--- config.mk ---
export PLATFORM = sky130hd
export DESIGN_NAME = sto_supervisor
export DESIGN_NICKNAME = d
export VERILOG_FILES = /design/src/rtl/sto_pkg.sv /design/src/rtl/sto_log_mem.sv /design/src/rtl/sto_supervisor.sv
export SDC_FILE = /design/constraint.sdc
export NUM_CORES = 1
export LEC_CHECK = 0
export BUFFER_PORTS_ARGS = -buffer_cell sky130_fd_sc_hd__buf_2
export CORE_ASPECT_RATIO = 2
export CORE_MARGIN = 10
export CORE_UTILIZATION = 54
export DETAILED_ROUTE_END_ITERATION = 7
export GPL_TIMING_DRIVEN = 0
export PLACE_DENSITY = 0.87
export RECOVER_POWER = 50
export SYNTH_ARGS = -nofsm -noshare
export SYNTH_HDL_FRONTEND = slang
export SYNTH_SLANG_ARGS = --single-unit
--- constraint.sdc ---
create_clock -name pclk -period 6.7 [get_ports pclk]
set_clock_uncertainty 0.15 [all_clocks]
set_input_delay 1.34 -clock pclk [delete_from_list [all_inputs] [get_ports pclk]]
set_output_delay 1.34 -clock pclk [all_outputs]
set_load 0.05 [all_outputs]
--- src/rtl/sto_pkg.sv ---
package sto_pkg;

  // ----------------------------------------
  // Register map
  // ----------------------------------------
  localparam logic [11:0] ADDR_CTRL   = 12'h000;
  localparam logic [11:0] ADDR_STATUS = 12'h004;
  localparam logic [11:0] ADDR_IRQ_ST = 12'h008;
  localparam logic [11:0] ADDR_IRQ_MK = 12'h00c;
  localparam logic [11:0] ADDR_FAULTS = 12'h010;

  localparam int CTRL_LATCH   = 0;
  localparam int CTRL_RESTART = 1;
  localparam int CTRL_RESET   = 2;
  localparam int CTRL_RUN     = 3;

  localparam logic [31:0] CTRL_RESET_VAL = 32'h0000_0000;
  localparam logic [31:0] APB_ERR_DATA   = 32'h0000_0000;

  // ----------------------------------------
  // Fault codes
  // ----------------------------------------
  localparam logic [7:0] CODE_NONE = 8'h00;
  localparam logic [7:0] CODE_CH1_LOOP = 8'h48;
  localparam logic [7:0] CODE_STO      = 8'h4c;
  localparam logic [7:0] CODE_CH2_LOOP = 8'h4d;
  localparam logic [7:0] CODE_INT_LOOP = 8'h4e;

  localparam int NUM_EVT = 4;
  localparam int EVT_STO  = 0;
  localparam int EVT_CH1  = 1;
  localparam int EVT_CH2  = 2;
  localparam int EVT_INT  = 3;

  localparam int LOG_DEPTH = 8;
  localparam int LOG_AW    = 3;

  typedef enum logic [1:0] {
    STO_READY = 2'b00,
    STO_RUN   = 2'b01,
    STO_OFF   = 2'b11,
    STO_WAIT  = 2'b10
  } sto_run_e;

  typedef struct packed {
    logic       latch_sel;
    logic       restart_sel;
  } sto_cfg_s;

  typedef struct packed {
    logic       sto_alarm;
    logic       ch1_fault;
    logic       ch2_fault;
    logic       int_fault;
  } sto_alarm_s;

endpackage : sto_pkg

--- src/rtl/sto_log_mem.sv ---
module sto_log_mem (
  input  wire logic                     pclk,
  input  wire logic                     presetn,
  input  wire logic                     wr_en,
  input  wire logic [sto_pkg::LOG_AW-1:0] wr_addr,
  input  wire logic [7:0]               wr_data,
  input  wire logic [sto_pkg::LOG_AW-1:0] rd_addr,
  output logic      [7:0]               rd_data
);

  logic [7:0] mem [sto_pkg::LOG_DEPTH];

  always_ff @(posedge pclk) begin
    if (wr_en) begin
      mem[wr_addr] <= wr_data;
    end
  end

  // ----------------------------------------
  // Registered read
  // ----------------------------------------
  always_ff @(posedge pclk or negedge presetn) begin
    if (!presetn) begin
      rd_data <= 8'h00;
    end else begin
      rd_data <= mem[rd_addr];
    end
  end

endmodule : sto_log_mem

--- src/rtl/sto_supervisor.sv ---
module sto_supervisor (
  input  wire logic        pclk,
  input  wire logic        presetn,
  input  wire logic        psel,
  input  wire logic        penable,
  input  wire logic        pwrite,
  input  wire logic [11:0] paddr,
  input  wire logic [31:0] pwdata,
  input  wire logic [3:0]  pstrb,
  output logic      [31:0] prdata,
  output logic             pready,
  output logic             pslverr,
  input  wire logic        safety_channel_one,
  input  wire logic        safety_channel_two,
  input  wire logic        chan_one_check_bad,
  input  wire logic        chan_two_check_bad,
  input  wire logic        run_cmd,
  input  wire logic        reset_cmd,
  output logic             gate_path_one,
  output logic             gate_path_two,
  output logic             torque_on,
  output logic             keypad_sto_ind,
  output logic      [7:0]  fault_code,
  output logic             irq
);

  // ----------------------------------------
  // Bus decode
  // ----------------------------------------
  logic       wr_acc;
  logic       addr_ok;
  logic [31:0] ctrl_reg;
  logic [3:0]  irq_st_reg;
  logic [3:0]  irq_mk_reg;
  logic        sw_reset;
  sto_pkg::sto_cfg_s   cfg;
  sto_pkg::sto_alarm_s alm_reg;
  sto_pkg::sto_run_e   st_reg;
  sto_pkg::sto_run_e   st_next;
  logic [7:0]  code_next;
  logic        any_reset;
  logic        ch_both;
  logic        ch_none;
  logic        run_prev_reg;
  logic        alarm_any;
  logic [3:0]  evt;
  logic [sto_pkg::LOG_AW-1:0] log_wp_reg;
  logic [7:0]  log_rd;
  logic [sto_pkg::LOG_AW-1:0] log_ra;

  assign wr_acc  = psel && penable && pwrite;
  assign pready  = 1'b1;

  always_comb begin
    unique case (paddr)
      sto_pkg::ADDR_CTRL, sto_pkg::ADDR_STATUS, sto_pkg::ADDR_IRQ_ST,
      sto_pkg::ADDR_IRQ_MK, sto_pkg::ADDR_FAULTS: addr_ok = 1'b1;
      default: addr_ok = 1'b0;
    endcase
  end

  assign pslverr = psel && penable && !addr_ok;

  // Reset bit self clears; it is a command, not a setting
  always_ff @(posedge pclk or negedge presetn) begin
    if (!presetn) begin
      ctrl_reg <= sto_pkg::CTRL_RESET_VAL;
    end else if (wr_acc && paddr == sto_pkg::ADDR_CTRL && pstrb[0]) begin
      ctrl_reg <= {24'h000000, 4'h0, pwdata[3:0]};
    end else begin
      ctrl_reg[sto_pkg::CTRL_RESET] <= 1'b0;
    end
  end

  assign cfg.latch_sel   = ctrl_reg[sto_pkg::CTRL_LATCH];
  assign cfg.restart_sel = ctrl_reg[sto_pkg::CTRL_RESTART];
  assign sw_reset        = ctrl_reg[sto_pkg::CTRL_RESET];
  assign any_reset       = reset_cmd || sw_reset;

  // ----------------------------------------
  // Channel decode
  // ----------------------------------------
  // channel decode
  assign ch_both = safety_channel_one && safety_channel_two;
  assign ch_none = !safety_channel_one && !safety_channel_two;

  always_ff @(posedge pclk or negedge presetn) begin
    if (!presetn) begin
      alm_reg <= '0;
    end else begin
      if (chan_one_check_bad && chan_two_check_bad) begin
        alm_reg.int_fault <= 1'b1;
      end else if (any_reset) begin
        alm_reg.int_fault <= 1'b0;
      end
      if (safety_channel_one && !safety_channel_two) begin
        alm_reg.ch2_fault <= 1'b1;
      end else if (any_reset) begin
        alm_reg.ch2_fault <= 1'b0;
      end
      if (!safety_channel_one && safety_channel_two) begin
        alm_reg.ch1_fault <= 1'b1;
      end else if (any_reset) begin
        alm_reg.ch1_fault <= 1'b0;
      end
      if (ch_none) begin
        alm_reg.sto_alarm <= 1'b1;
      end else if (any_reset || cfg.latch_sel) begin
        alm_reg.sto_alarm <= 1'b0;
      end
    end
  end

  assign alarm_any = alm_reg.sto_alarm || alm_reg.ch1_fault || alm_reg.ch2_fault ||
                     alm_reg.int_fault || !ch_both ||
                     (chan_one_check_bad && chan_two_check_bad);

  // ----------------------------------------
  // Run sequencing
  // ----------------------------------------
  always_ff @(posedge pclk or negedge presetn) begin
    if (!presetn) begin
      run_prev_reg <= 1'b0;
    end else begin
      run_prev_reg <= run_cmd;
    end
  end

  always_comb begin
    st_next = st_reg;
    unique case (st_reg)
      sto_pkg::STO_READY: if (alarm_any) st_next = sto_pkg::STO_OFF;
                          else if (run_cmd) st_next = sto_pkg::STO_RUN;
      sto_pkg::STO_RUN:   if (alarm_any) st_next = sto_pkg::STO_OFF;
                          else if (!run_cmd) st_next = sto_pkg::STO_READY;
      sto_pkg::STO_OFF:   if (!alarm_any) begin
                            if (run_cmd && cfg.restart_sel) st_next = sto_pkg::STO_RUN;
                            else st_next = sto_pkg::STO_WAIT;
                          end
      sto_pkg::STO_WAIT:  if (alarm_any) st_next = sto_pkg::STO_OFF;
                          else if (!run_cmd) st_next = sto_pkg::STO_READY;
                          else if (!run_prev_reg) st_next = sto_pkg::STO_RUN;
    endcase
  end

  always_ff @(posedge pclk or negedge presetn) begin
    if (!presetn) begin
      st_reg <= sto_pkg::STO_READY;
    end else begin
      st_reg <= st_next;
    end
  end

  assign gate_path_one = safety_channel_one && (st_reg == sto_pkg::STO_RUN);
  assign gate_path_two = safety_channel_two && (st_reg == sto_pkg::STO_RUN);
  assign torque_on     = gate_path_one && gate_path_two;

  // ----------------------------------------
  // Fault code and indication
  // ----------------------------------------
  always_comb begin
    code_next = sto_pkg::CODE_NONE;
    if (alm_reg.int_fault) code_next = sto_pkg::CODE_INT_LOOP;
    else if (alm_reg.ch1_fault) code_next = sto_pkg::CODE_CH1_LOOP;
    else if (alm_reg.ch2_fault) code_next = sto_pkg::CODE_CH2_LOOP;
    else if (alm_reg.sto_alarm) code_next = sto_pkg::CODE_STO;
  end

  always_ff @(posedge pclk or negedge presetn) begin
    if (!presetn) begin
      fault_code     <= sto_pkg::CODE_NONE;
      keypad_sto_ind <= 1'b0;
    end else begin
      fault_code     <= code_next;
      keypad_sto_ind <= alm_reg.sto_alarm;
    end
  end

  // Fault history, newest entry written at each new code
  always_ff @(posedge pclk or negedge presetn) begin
    if (!presetn) begin
      log_wp_reg <= '0;
    end else if (code_next != fault_code && code_next != sto_pkg::CODE_NONE) begin
      log_wp_reg <= log_wp_reg + 1'b1;
    end
  end

  assign log_ra = paddr[sto_pkg::LOG_AW+1:2];

  sto_log_mem u_log (
    .pclk    (pclk),
    .presetn (presetn),
    .wr_en   (code_next != fault_code && code_next != sto_pkg::CODE_NONE),
    .wr_addr (log_wp_reg),
    .wr_data (code_next),
    .rd_addr (log_wp_reg - log_ra - 1'b1),
    .rd_data (log_rd)
  );

  // ----------------------------------------
  // Interrupts
  // ----------------------------------------
  assign evt = {alm_reg.int_fault, alm_reg.ch2_fault, alm_reg.ch1_fault, alm_reg.sto_alarm};

  // Set wins over a write-one clear in the same cycle
  always_ff @(posedge pclk or negedge presetn) begin
    if (!presetn) begin
      irq_st_reg <= '0;
      irq_mk_reg <= '0;
    end else begin
      if (wr_acc && paddr == sto_pkg::ADDR_IRQ_MK) begin
        irq_mk_reg <= pwdata[3:0];
      end
      if (wr_acc && paddr == sto_pkg::ADDR_IRQ_ST) begin
        irq_st_reg <= (irq_st_reg & ~pwdata[3:0]) | evt;
      end else begin
        irq_st_reg <= irq_st_reg | evt;
      end
    end
  end

  assign irq = |(irq_st_reg & irq_mk_reg);

  // ----------------------------------------
  // Read data
  // ----------------------------------------
  always_comb begin
    unique case (paddr)
      sto_pkg::ADDR_CTRL:   prdata = {28'h0000000, ctrl_reg[3:0]};
      sto_pkg::ADDR_STATUS: prdata = {16'h0000, fault_code, 2'b00, st_reg, alm_reg};
      sto_pkg::ADDR_IRQ_ST: prdata = {28'h0000000, irq_st_reg};
      sto_pkg::ADDR_IRQ_MK: prdata = {28'h0000000, irq_mk_reg};
      sto_pkg::ADDR_FAULTS: prdata = {24'h000000, log_rd};
      default:              prdata = sto_pkg::APB_ERR_DATA;
    endcase
  end
endmodule : sto_supervisor

==> flow_metrics.py, run 1 <==
metrics = {
    "sta": {
        "slew-limit-headroom_pct": -11.2,
        "max_slew.worst_pin.slew_ps": 1670,
        "hold_viol": 0,
        "report.final.slew_viol_count": 32,
        "setup_repair_after_global_routing_missed_its_margin": "no",
        "fin_crit_ps": 4750,
        "setup_violations": 0,
        "final.setup.tns_ps": 0,
        "period_share_pct": 71.0,
        "max_freq_mhz": 210,
    },
    "synth": {
        "netlist_top_cells_area": "sky130_fd_sc_hd__edfxtp_1, sky130_fd_sc_hd__dfrtp_1, sky130_fd_sc_hd__buf_4",
        "edff_count_synth": 32,
        "yosys.area.top_type_share_pct": 31.0,
        "synth_top_cell_by_area": "sky130_fd_sc_hd__edfxtp_1",
        "ys_async_sr_fraction_pct": 49.2,
        "synthesized_instance_count": 245,
        "synth.avg_cell_area_um2": 12.7,
        "seq_area_frac_synth_pct": 56.0,
        "netlist_area_um2": 3100,
        "yosys_warning_total": 0,
        "register_bit_total_from_synthesis": 63,
        "postSynth.topFlopCell": "sky130_fd_sc_hd__edfxtp_1",
        "ys_top_cells_by_count": "sky130_fd_sc_hd__edfxtp_1, sky130_fd_sc_hd__dfrtp_1, sky130_fd_sc_hd__buf_4, sky130_fd_sc_hd__nor2_1",
        "synth.most_common_cell": "sky130_fd_sc_hd__edfxtp_1",
        "netlist-cell-type-count": 49,
    },
    "clock_network": {
        "cts_hold_buf": 0,
        "cts_setup_buffers": 0,
        "worst_skew_pair.late_latency_ps": 330,
        "cts_tree": "built",
        "clock_sink_count": 63,
        "numCtsBuffers": 9,
        "root_buffer": "sky130_fd_sc_hd__clkbuf_16",
        "cts.reportedPaths.clkPinSlew_ps": 50,
        "cts_max_path_buffers": 2,
        "htree_levels": 3,
        "post_cts_resized": 0,
    },
    "status": {
        "run_status": "finished with violations",
        "failed_checks": "capacitance limit, slew limit",
    },
    "grt": {
        "grt_remaining_overflow": 0,
        "gr-usage-met2_pct": 29.4,
        "vias_in_the_first_global_route": 2246,
        "grtUsageTotal_pct": 16.3,
        "antenna_found_initial": 0,
        "grt_first_pass_wirelength_um": 11600,
        "grt_most_used_layer": "met2",
        "global_route.usage.met3_pct": 6.36,
        "grt_max_degree": 32,
        "global_route.usage.met1_pct": 14.2,
    },
    "drt": {
        "drt_drc_violations_left": 0,
        "num_vias": 2124,
        "detail_route.iter0.violations": 136,
        "first_pass_iters": 4,
        "routed_via_density": 5.40,
        "drtAntennaViolNets": 0,
        "postRouteWirelength_um": 7280,
        "routedWlPerCell_um": 18.5,
    },
    "critical_path": {
        "timing.critical_path.fanout_max": 7,
        "start_kind": "input pin",
        "end_kind": "output port",
        "worstReg2RegStart": "alm_reg[0]",
        "r2r.worst_path.cells": 6,
        "crit_path_arrival_time_ps": 3260,
        "cp_data_required_time_ps": 5210,
        "r2r_end": "u_log.mem[4][1]",
        "r2r_slack_ps": 3600,
        "worstSetupPathType": "input pin to output port",
    },
    "power_and_ir_drop": {
        "static_leakage_nw": 1.66,
        "power.density_nw_per_um2": 361,
        "vdd_ir_drop_max_mv": 0.236,
    },
    "hold_path": {
        "min_path_cells": 1,
        "min_path_type": "flop to flop",
        "min_delay_worst_endpoint": "ctrl_reg[3]",
        "hp-start": "ctrl_reg[3]",
    },
    "floorplanning": {
        "core_region_area_um2": 5660,
        "die_width_um": 73.6,
        "io_pins": 106,
        "row_count": 39,
        "die_y_um": 127,
        "start_util_pct": 54.8,
        "dieArea_um2": 9360,
    },
    "run": {
        "timing.max_cap.violations": 1,
    },
    "placement": {
        "finalWeightedCongestion": 0.893,
        "placed_cells": 377,
        "placement.io_buffers": 49,
        "hpwlAfterDp_um": 5580,
    },
    "finish": {
        "layout.area.seq_um2": 1740,
        "multi_input_comb_area_um2": 1170,
        "area_growth_pct": 22.9,
        "largest_register": "u_log.mem",
        "insertedDiodeCount": 0,
        "finalNonFillerCells": 393,
        "largest_register_ff_count": 32,
        "post_route_cells_drive_above_1_share_pct": 33.1,
        "final_net_count": 389,
        "num-fill-cells": 388,
        "final_core_util_pct": 67.3,
    },
}
[through the flow]
step	area, µm²	hold slack, ps	power (mW)	setup WS (ps)
6_report	3810	359	1.38	1950
5_1_grt	3810	365	1.44	1750
4_1_cts	3830	359	1.39	1970
3_5_place_dp	3510	345	0.892	2000
3_3_place_gp	3510	344	0.875	2030
2_1_floorplan	3180	301	0.802	1840
[how the worst max path moves through the flow]
stage | slack, ps | endpoint | from
3_3_place_gp | 2030 | prdata[14] | paddr[9]
6_report | 1950 | prdata[14] | paddr[10]
4_1_cts | 1970 | prdata[14] | paddr[9]
3_5_place_dp | 2000 | prdata[14] | paddr[9]
2_1_floorplan | 1840 | prdata[3] | paddr[9]
5_1_grt | 1750 | prdata[14] | paddr[10]
[placed cells by master, fill, tap and decap left out, types with 4 or more instances in the layout]
cell type / count
sky130_fd_sc_hd__edfxtp_1: 32
sky130_fd_sc_hd__a31oi_1: 5
sky130_fd_sc_hd__clkbuf_1: 11
sky130_fd_sc_hd__nand2_1: 12
sky130_fd_sc_hd__dfrtp_1: 31
sky130_fd_sc_hd__mux2_2: 12
sky130_fd_sc_hd__inv_1: 12
sky130_fd_sc_hd__mux4_2: 8
sky130_fd_sc_hd__conb_1: 24
sky130_fd_sc_hd__and2_1: 10
sky130_fd_sc_hd__buf_4: 26
sky130_fd_sc_hd__buf_2: 42
sky130_fd_sc_hd__nand3_1: 4
sky130_fd_sc_hd__mux2i_1: 7
sky130_fd_sc_hd__nor2_1: 15
sky130_fd_sc_hd__nor4_1: 4
sky130_fd_sc_hd__clkbuf_16: 9
sky130_fd_sc_hd__a21oi_1: 6
sky130_fd_sc_hd__o21ai_0: 7
[where the power goes]
part	leakage, nW	switching [mW]	internal, mW	total, mW
clock network	0.152	0.155	0.333	0.488
logic	0.851	0.197	0.160	0.357
registers	0.652	0.0423	0.487	0.530
total	1.66	0.395	0.980	1.38
[cells by family (layout without fill, tap and decap cells)]
kind of cell               after synthesis  after routing  synth area share (%)
xor gates and xnor gates                 4              4                  1.13
AOI/OAI and AO/OA                       31             31                  6.49
buffers and inverters                   44            109                  8.87
DFF                                     63             63                  56.0
other                                    2             24                 0.242
and+or+nand+nor                         71             71                  13.4
adders and majority gates                3              3                  1.45
muxes                                   27             27                  12.4
[worst max-delay path, cell delays in order]
cell and delay [ps]:
sky130_fd_sc_hd__buf_2 100, sky130_fd_sc_hd__nor4_1 400, sky130_fd_sc_hd__nand2_2 180, sky130_fd_sc_hd__nor3_1 630, sky130_fd_sc_hd__and2_1 260, sky130_fd_sc_hd__buf_4 110, sky130_fd_sc_hd__buf_2 250
[routing by layer]
metal  wire length, µm  share of wire [%]  up-vias
met4               275                3.8        0
met5                 0                  0        -
met1              2250                 31     1022
met2              4220                 58       74
li1                  -                  -     1006
met3               534                7.3       22
[area by class of cell]
cell class / count / area share (%)
flip-flops and latches: 63 / 45.6
multi-input cells: 160 / 30.6
clock buffers: 10 / 6.27
repair buffers: 49 / 6.17
plain buffers: 32 / 6.01
clock inverters: 6 / 2.20
well taps: 61 / 2.00
inverters: 12 / 1.18
Note: power is estimated with default switching activity, not from simulation.
==> run 2: changes to the inputs <==
--- a/config.mk
+++ b/config.mk
@@ -8,10 +8,10 @@
 export BUFFER_PORTS_ARGS = -buffer_cell sky130_fd_sc_hd__buf_2
 export CORE_ASPECT_RATIO = 2
 export CORE_MARGIN = 10
-export CORE_UTILIZATION = 54
+export CORE_UTILIZATION = 50
 export DETAILED_ROUTE_END_ITERATION = 7
 export GPL_TIMING_DRIVEN = 0
-export PLACE_DENSITY = 0.87
+export PLACE_DENSITY = 0.82
 export RECOVER_POWER = 50
 export SYNTH_ARGS = -nofsm -noshare
 export SYNTH_HDL_FRONTEND = slang
==> constraint.sdc (replaced) <==
create_clock -name pclk -period 4.7 [get_ports pclk]
set_clock_uncertainty 0.15 [all_clocks]
set_input_delay 0.94 -clock pclk [delete_from_list [all_inputs] [get_ports pclk]]
set_output_delay 0.94 -clock pclk [all_outputs]
set_load 0.05 [all_outputs]
==> run 2 against run 1 <==
Sequential power is 42% higher. Power is 37% higher. Non-clock buffer count stayed put. Combinational power is 43% higher. Register-to-register slack worse by 2100 ps. Die area is 6.3% higher. Critical path depth stayed put. Cell area is 1.2% lower. The flow still finishes with violations (capacitance limit, slew limit). Sequential share of layout area is 0.55 points higher. Critical endpoint unchanged. Hold slack worse by 5.0 ps. Wire length is 2.2% lower. Via count is 1.6% higher.
==> flow_metrics.py, run 2 (same netlist as run 1, synthesis figures left out) <==
metrics = {
    "status": {
        "run_status": "finished with violations",
        "failed_checks": "capacitance limit, slew limit",
    },
    "floorplanning": {
        "io_pins": 106,
        "start_util_pct": 51.6,
        "core_region_area_um2": 6010,
        "die_width_um": 75.7,
        "dieArea_um2": 9950,
        "row_count": 40,
        "die_y_um": 131,
    },
    "finish": {
        "final_net_count": 389,
        "mostFrequentLayoutCells": "sky130_fd_sc_hd__buf_2, sky130_fd_sc_hd__edfxtp_1, sky130_fd_sc_hd__dfrtp_1, sky130_fd_sc_hd__buf_4, sky130_fd_sc_hd__conb_1",
        "finish.instance_area_um2": 3770,
        "post_route_cells_drive_above_1_share_pct": 31.9,
        "num-fill-cells": 450,
        "largest_register": "u_log.mem",
        "layout.area.seq_um2": 1740,
        "insertedDiodeCount": 0,
        "largest_register_ff_count": 32,
        "final_common_cell": "sky130_fd_sc_hd__buf_2",
        "multi_input_comb_area_um2": 1160,
        "finalNonFillerCells": 395,
        "area_growth_pct": 21.4,
    },
    "sta": {
        "fin_crit_ps": 3950,
        "report.final.slew_viol_count": 32,
        "hold_viol": 0,
        "final.setup.tns_ps": 0,
        "setup_violations": 0,
        "slew-limit-headroom_pct": -12.5,
        "setup_repair_after_global_routing_missed_its_margin": "no",
        "period_share_pct": 84.0,
        "max_freq_mhz": 253,
        "max_slew.worst_pin.slew_ps": 1690,
    },
    "placement": {
        "placed_cells": 379,
        "hpwlAfterDp_um": 5560,
        "finalWeightedCongestion": 0.841,
        "placement.io_buffers": 49,
        "placedInstanceArea_um2": 3510,
    },
    "critical_path": {
        "start_kind": "input pin",
        "crit_slowest_cell": "sky130_fd_sc_hd__nor3_1",
        "timing.critical_path.mode_cell": "sky130_fd_sc_hd__buf_2",
        "timing.critical_path.fanout_max": 7,
        "worstSetupPathType": "input pin to output port",
        "end_kind": "output port",
        "crit_path_arrival_time_ps": 2860,
        "cp_data_required_time_ps": 3610,
        "timing.critical_path.slowest_cell_delay_ps": 640,
        "worstPathCellList": "buf_2 -> nor4_1 -> nand2_2 -> nor3_1 -> and2_1 -> buf_4 -> buf_2",
    },
    "power_and_ir_drop": {
        "netSwitchingPower_uw": 551,
        "power.internal_mw": 1.33,
        "vdd_ir_drop_max_mv": 0.291,
        "power.sequential.fraction_pct": 40.1,
        "power_switching_share_pct": 29.3,
        "static_leakage_nw": 1.64,
        "combPwrFrac_pct": 27.2,
        "power.density_nw_per_um2": 499,
        "clock_power_share_pct": 32.8,
    },
    "grt": {
        "vias_in_the_first_global_route": 2272,
        "grt_first_pass_wirelength_um": 11300,
        "grt_max_degree": 32,
        "antenna_found_initial": 0,
        "grt_remaining_overflow": 0,
        "grtUsageTotal_pct": 15.3,
    },
    "drt": {
        "postRouteWirelength_um": 7120,
        "routedWlPerCell_um": 18.0,
        "drtAntennaViolNets": 0,
        "num_vias": 2158,
        "drt_drc_violations_left": 0,
        "routed_via_density": 5.46,
        "first_pass_iters": 4,
        "detail_route.iter0.violations": 83,
    },
    "clock_network": {
        "cts_max_path_buffers": 2,
        "cts.reportedPaths.clkPinSlew_ps": 50,
        "htree_levels": 3,
        "cts_setup_buffers": 0,
        "post_cts_resized": 0,
        "cts_hold_buf": 0,
        "clock_sink_count": 63,
        "root_buffer": "sky130_fd_sc_hd__clkbuf_16",
        "worst_skew_pair.late_latency_ps": 320,
        "cts_tree": "built",
        "numCtsBuffers": 9,
    },
    "hold_path": {
        "min_path_type": "flop to flop",
    },
    "run": {
        "timing.max_cap.violations": 1,
    },
}
==> run 2: final cells by class <==
type                    instances  share of cell area (%)
flip-flops and latches         63                    46.1
multi-input cells             160                    30.8
repair buffers                 49                    6.21
clock buffers                  11                    6.18
plain buffers                  32                    6.08
well taps                      63                    2.09
clock inverters                 5                    1.30
inverters                      12                    1.20
==> run 2: critical path, delay by kind of cell <==
| kind | cells | cell delay (ps) |
|---|---|---|
| buf+inv | 3 | 440 |
| simple gates | 4 | 1470 |
==> run 2: path summary, 6_finish.rpt <==
check	start	end	slack (ps)	cells past startpoint
worst max-delay path	paddr[10]	prdata[14]	750	7
worst min-delay path	ctrl_reg[3]	ctrl_reg[3]	350	1
worst max register to register	alm_reg[0]	u_log.mem[0][1]	1500	6
worst min register to register	ctrl_reg[3]	ctrl_reg[3]	350	1
max in group asynchronous	presetn	log_wp_reg[2]	2520	1
min in group asynchronous	presetn	keypad_sto_ind	900	1
==> run 2: per-stage QoR <==
step	setup slack [ps]	total power [mW]	hold slack [ps]	util, %
2_1_floorplan	640	1.14	301	-
3_3_place_gp	827	1.25	344	58.4
3_5_place_dp	776	1.27	354	58.4
4_1_cts	766	1.90	360	63.1
5_1_grt	612	1.97	381	62.7
6_report	751	1.88	354	62.7
==> run 2: power groups by stage <==
| stage | Clock, mW | Combinational, mW | Sequential, mW |
|---|---|---|---|
| after floorplan | 0 | 0.392 | 0.752 |
| after global placement | 0 | 0.494 | 0.756 |
| after detailed placement | 0 | 0.513 | 0.759 |
| after CTS | 0.625 | 0.520 | 0.752 |
| after global routing | 0.648 | 0.560 | 0.762 |
| final | 0.615 | 0.511 | 0.752 |
==> run 2: routing by layer <==
metal / wire length, µm / vias up / global-route usage (%)
li1: - / 1006 / -
met1: 2240 / 1040 / 13.6
met2: 4150 / 91 / 28.1
met3: 482 / 21 / 4.30
met4: 245 / 0 / 9.15
met5: 0 / - / 0
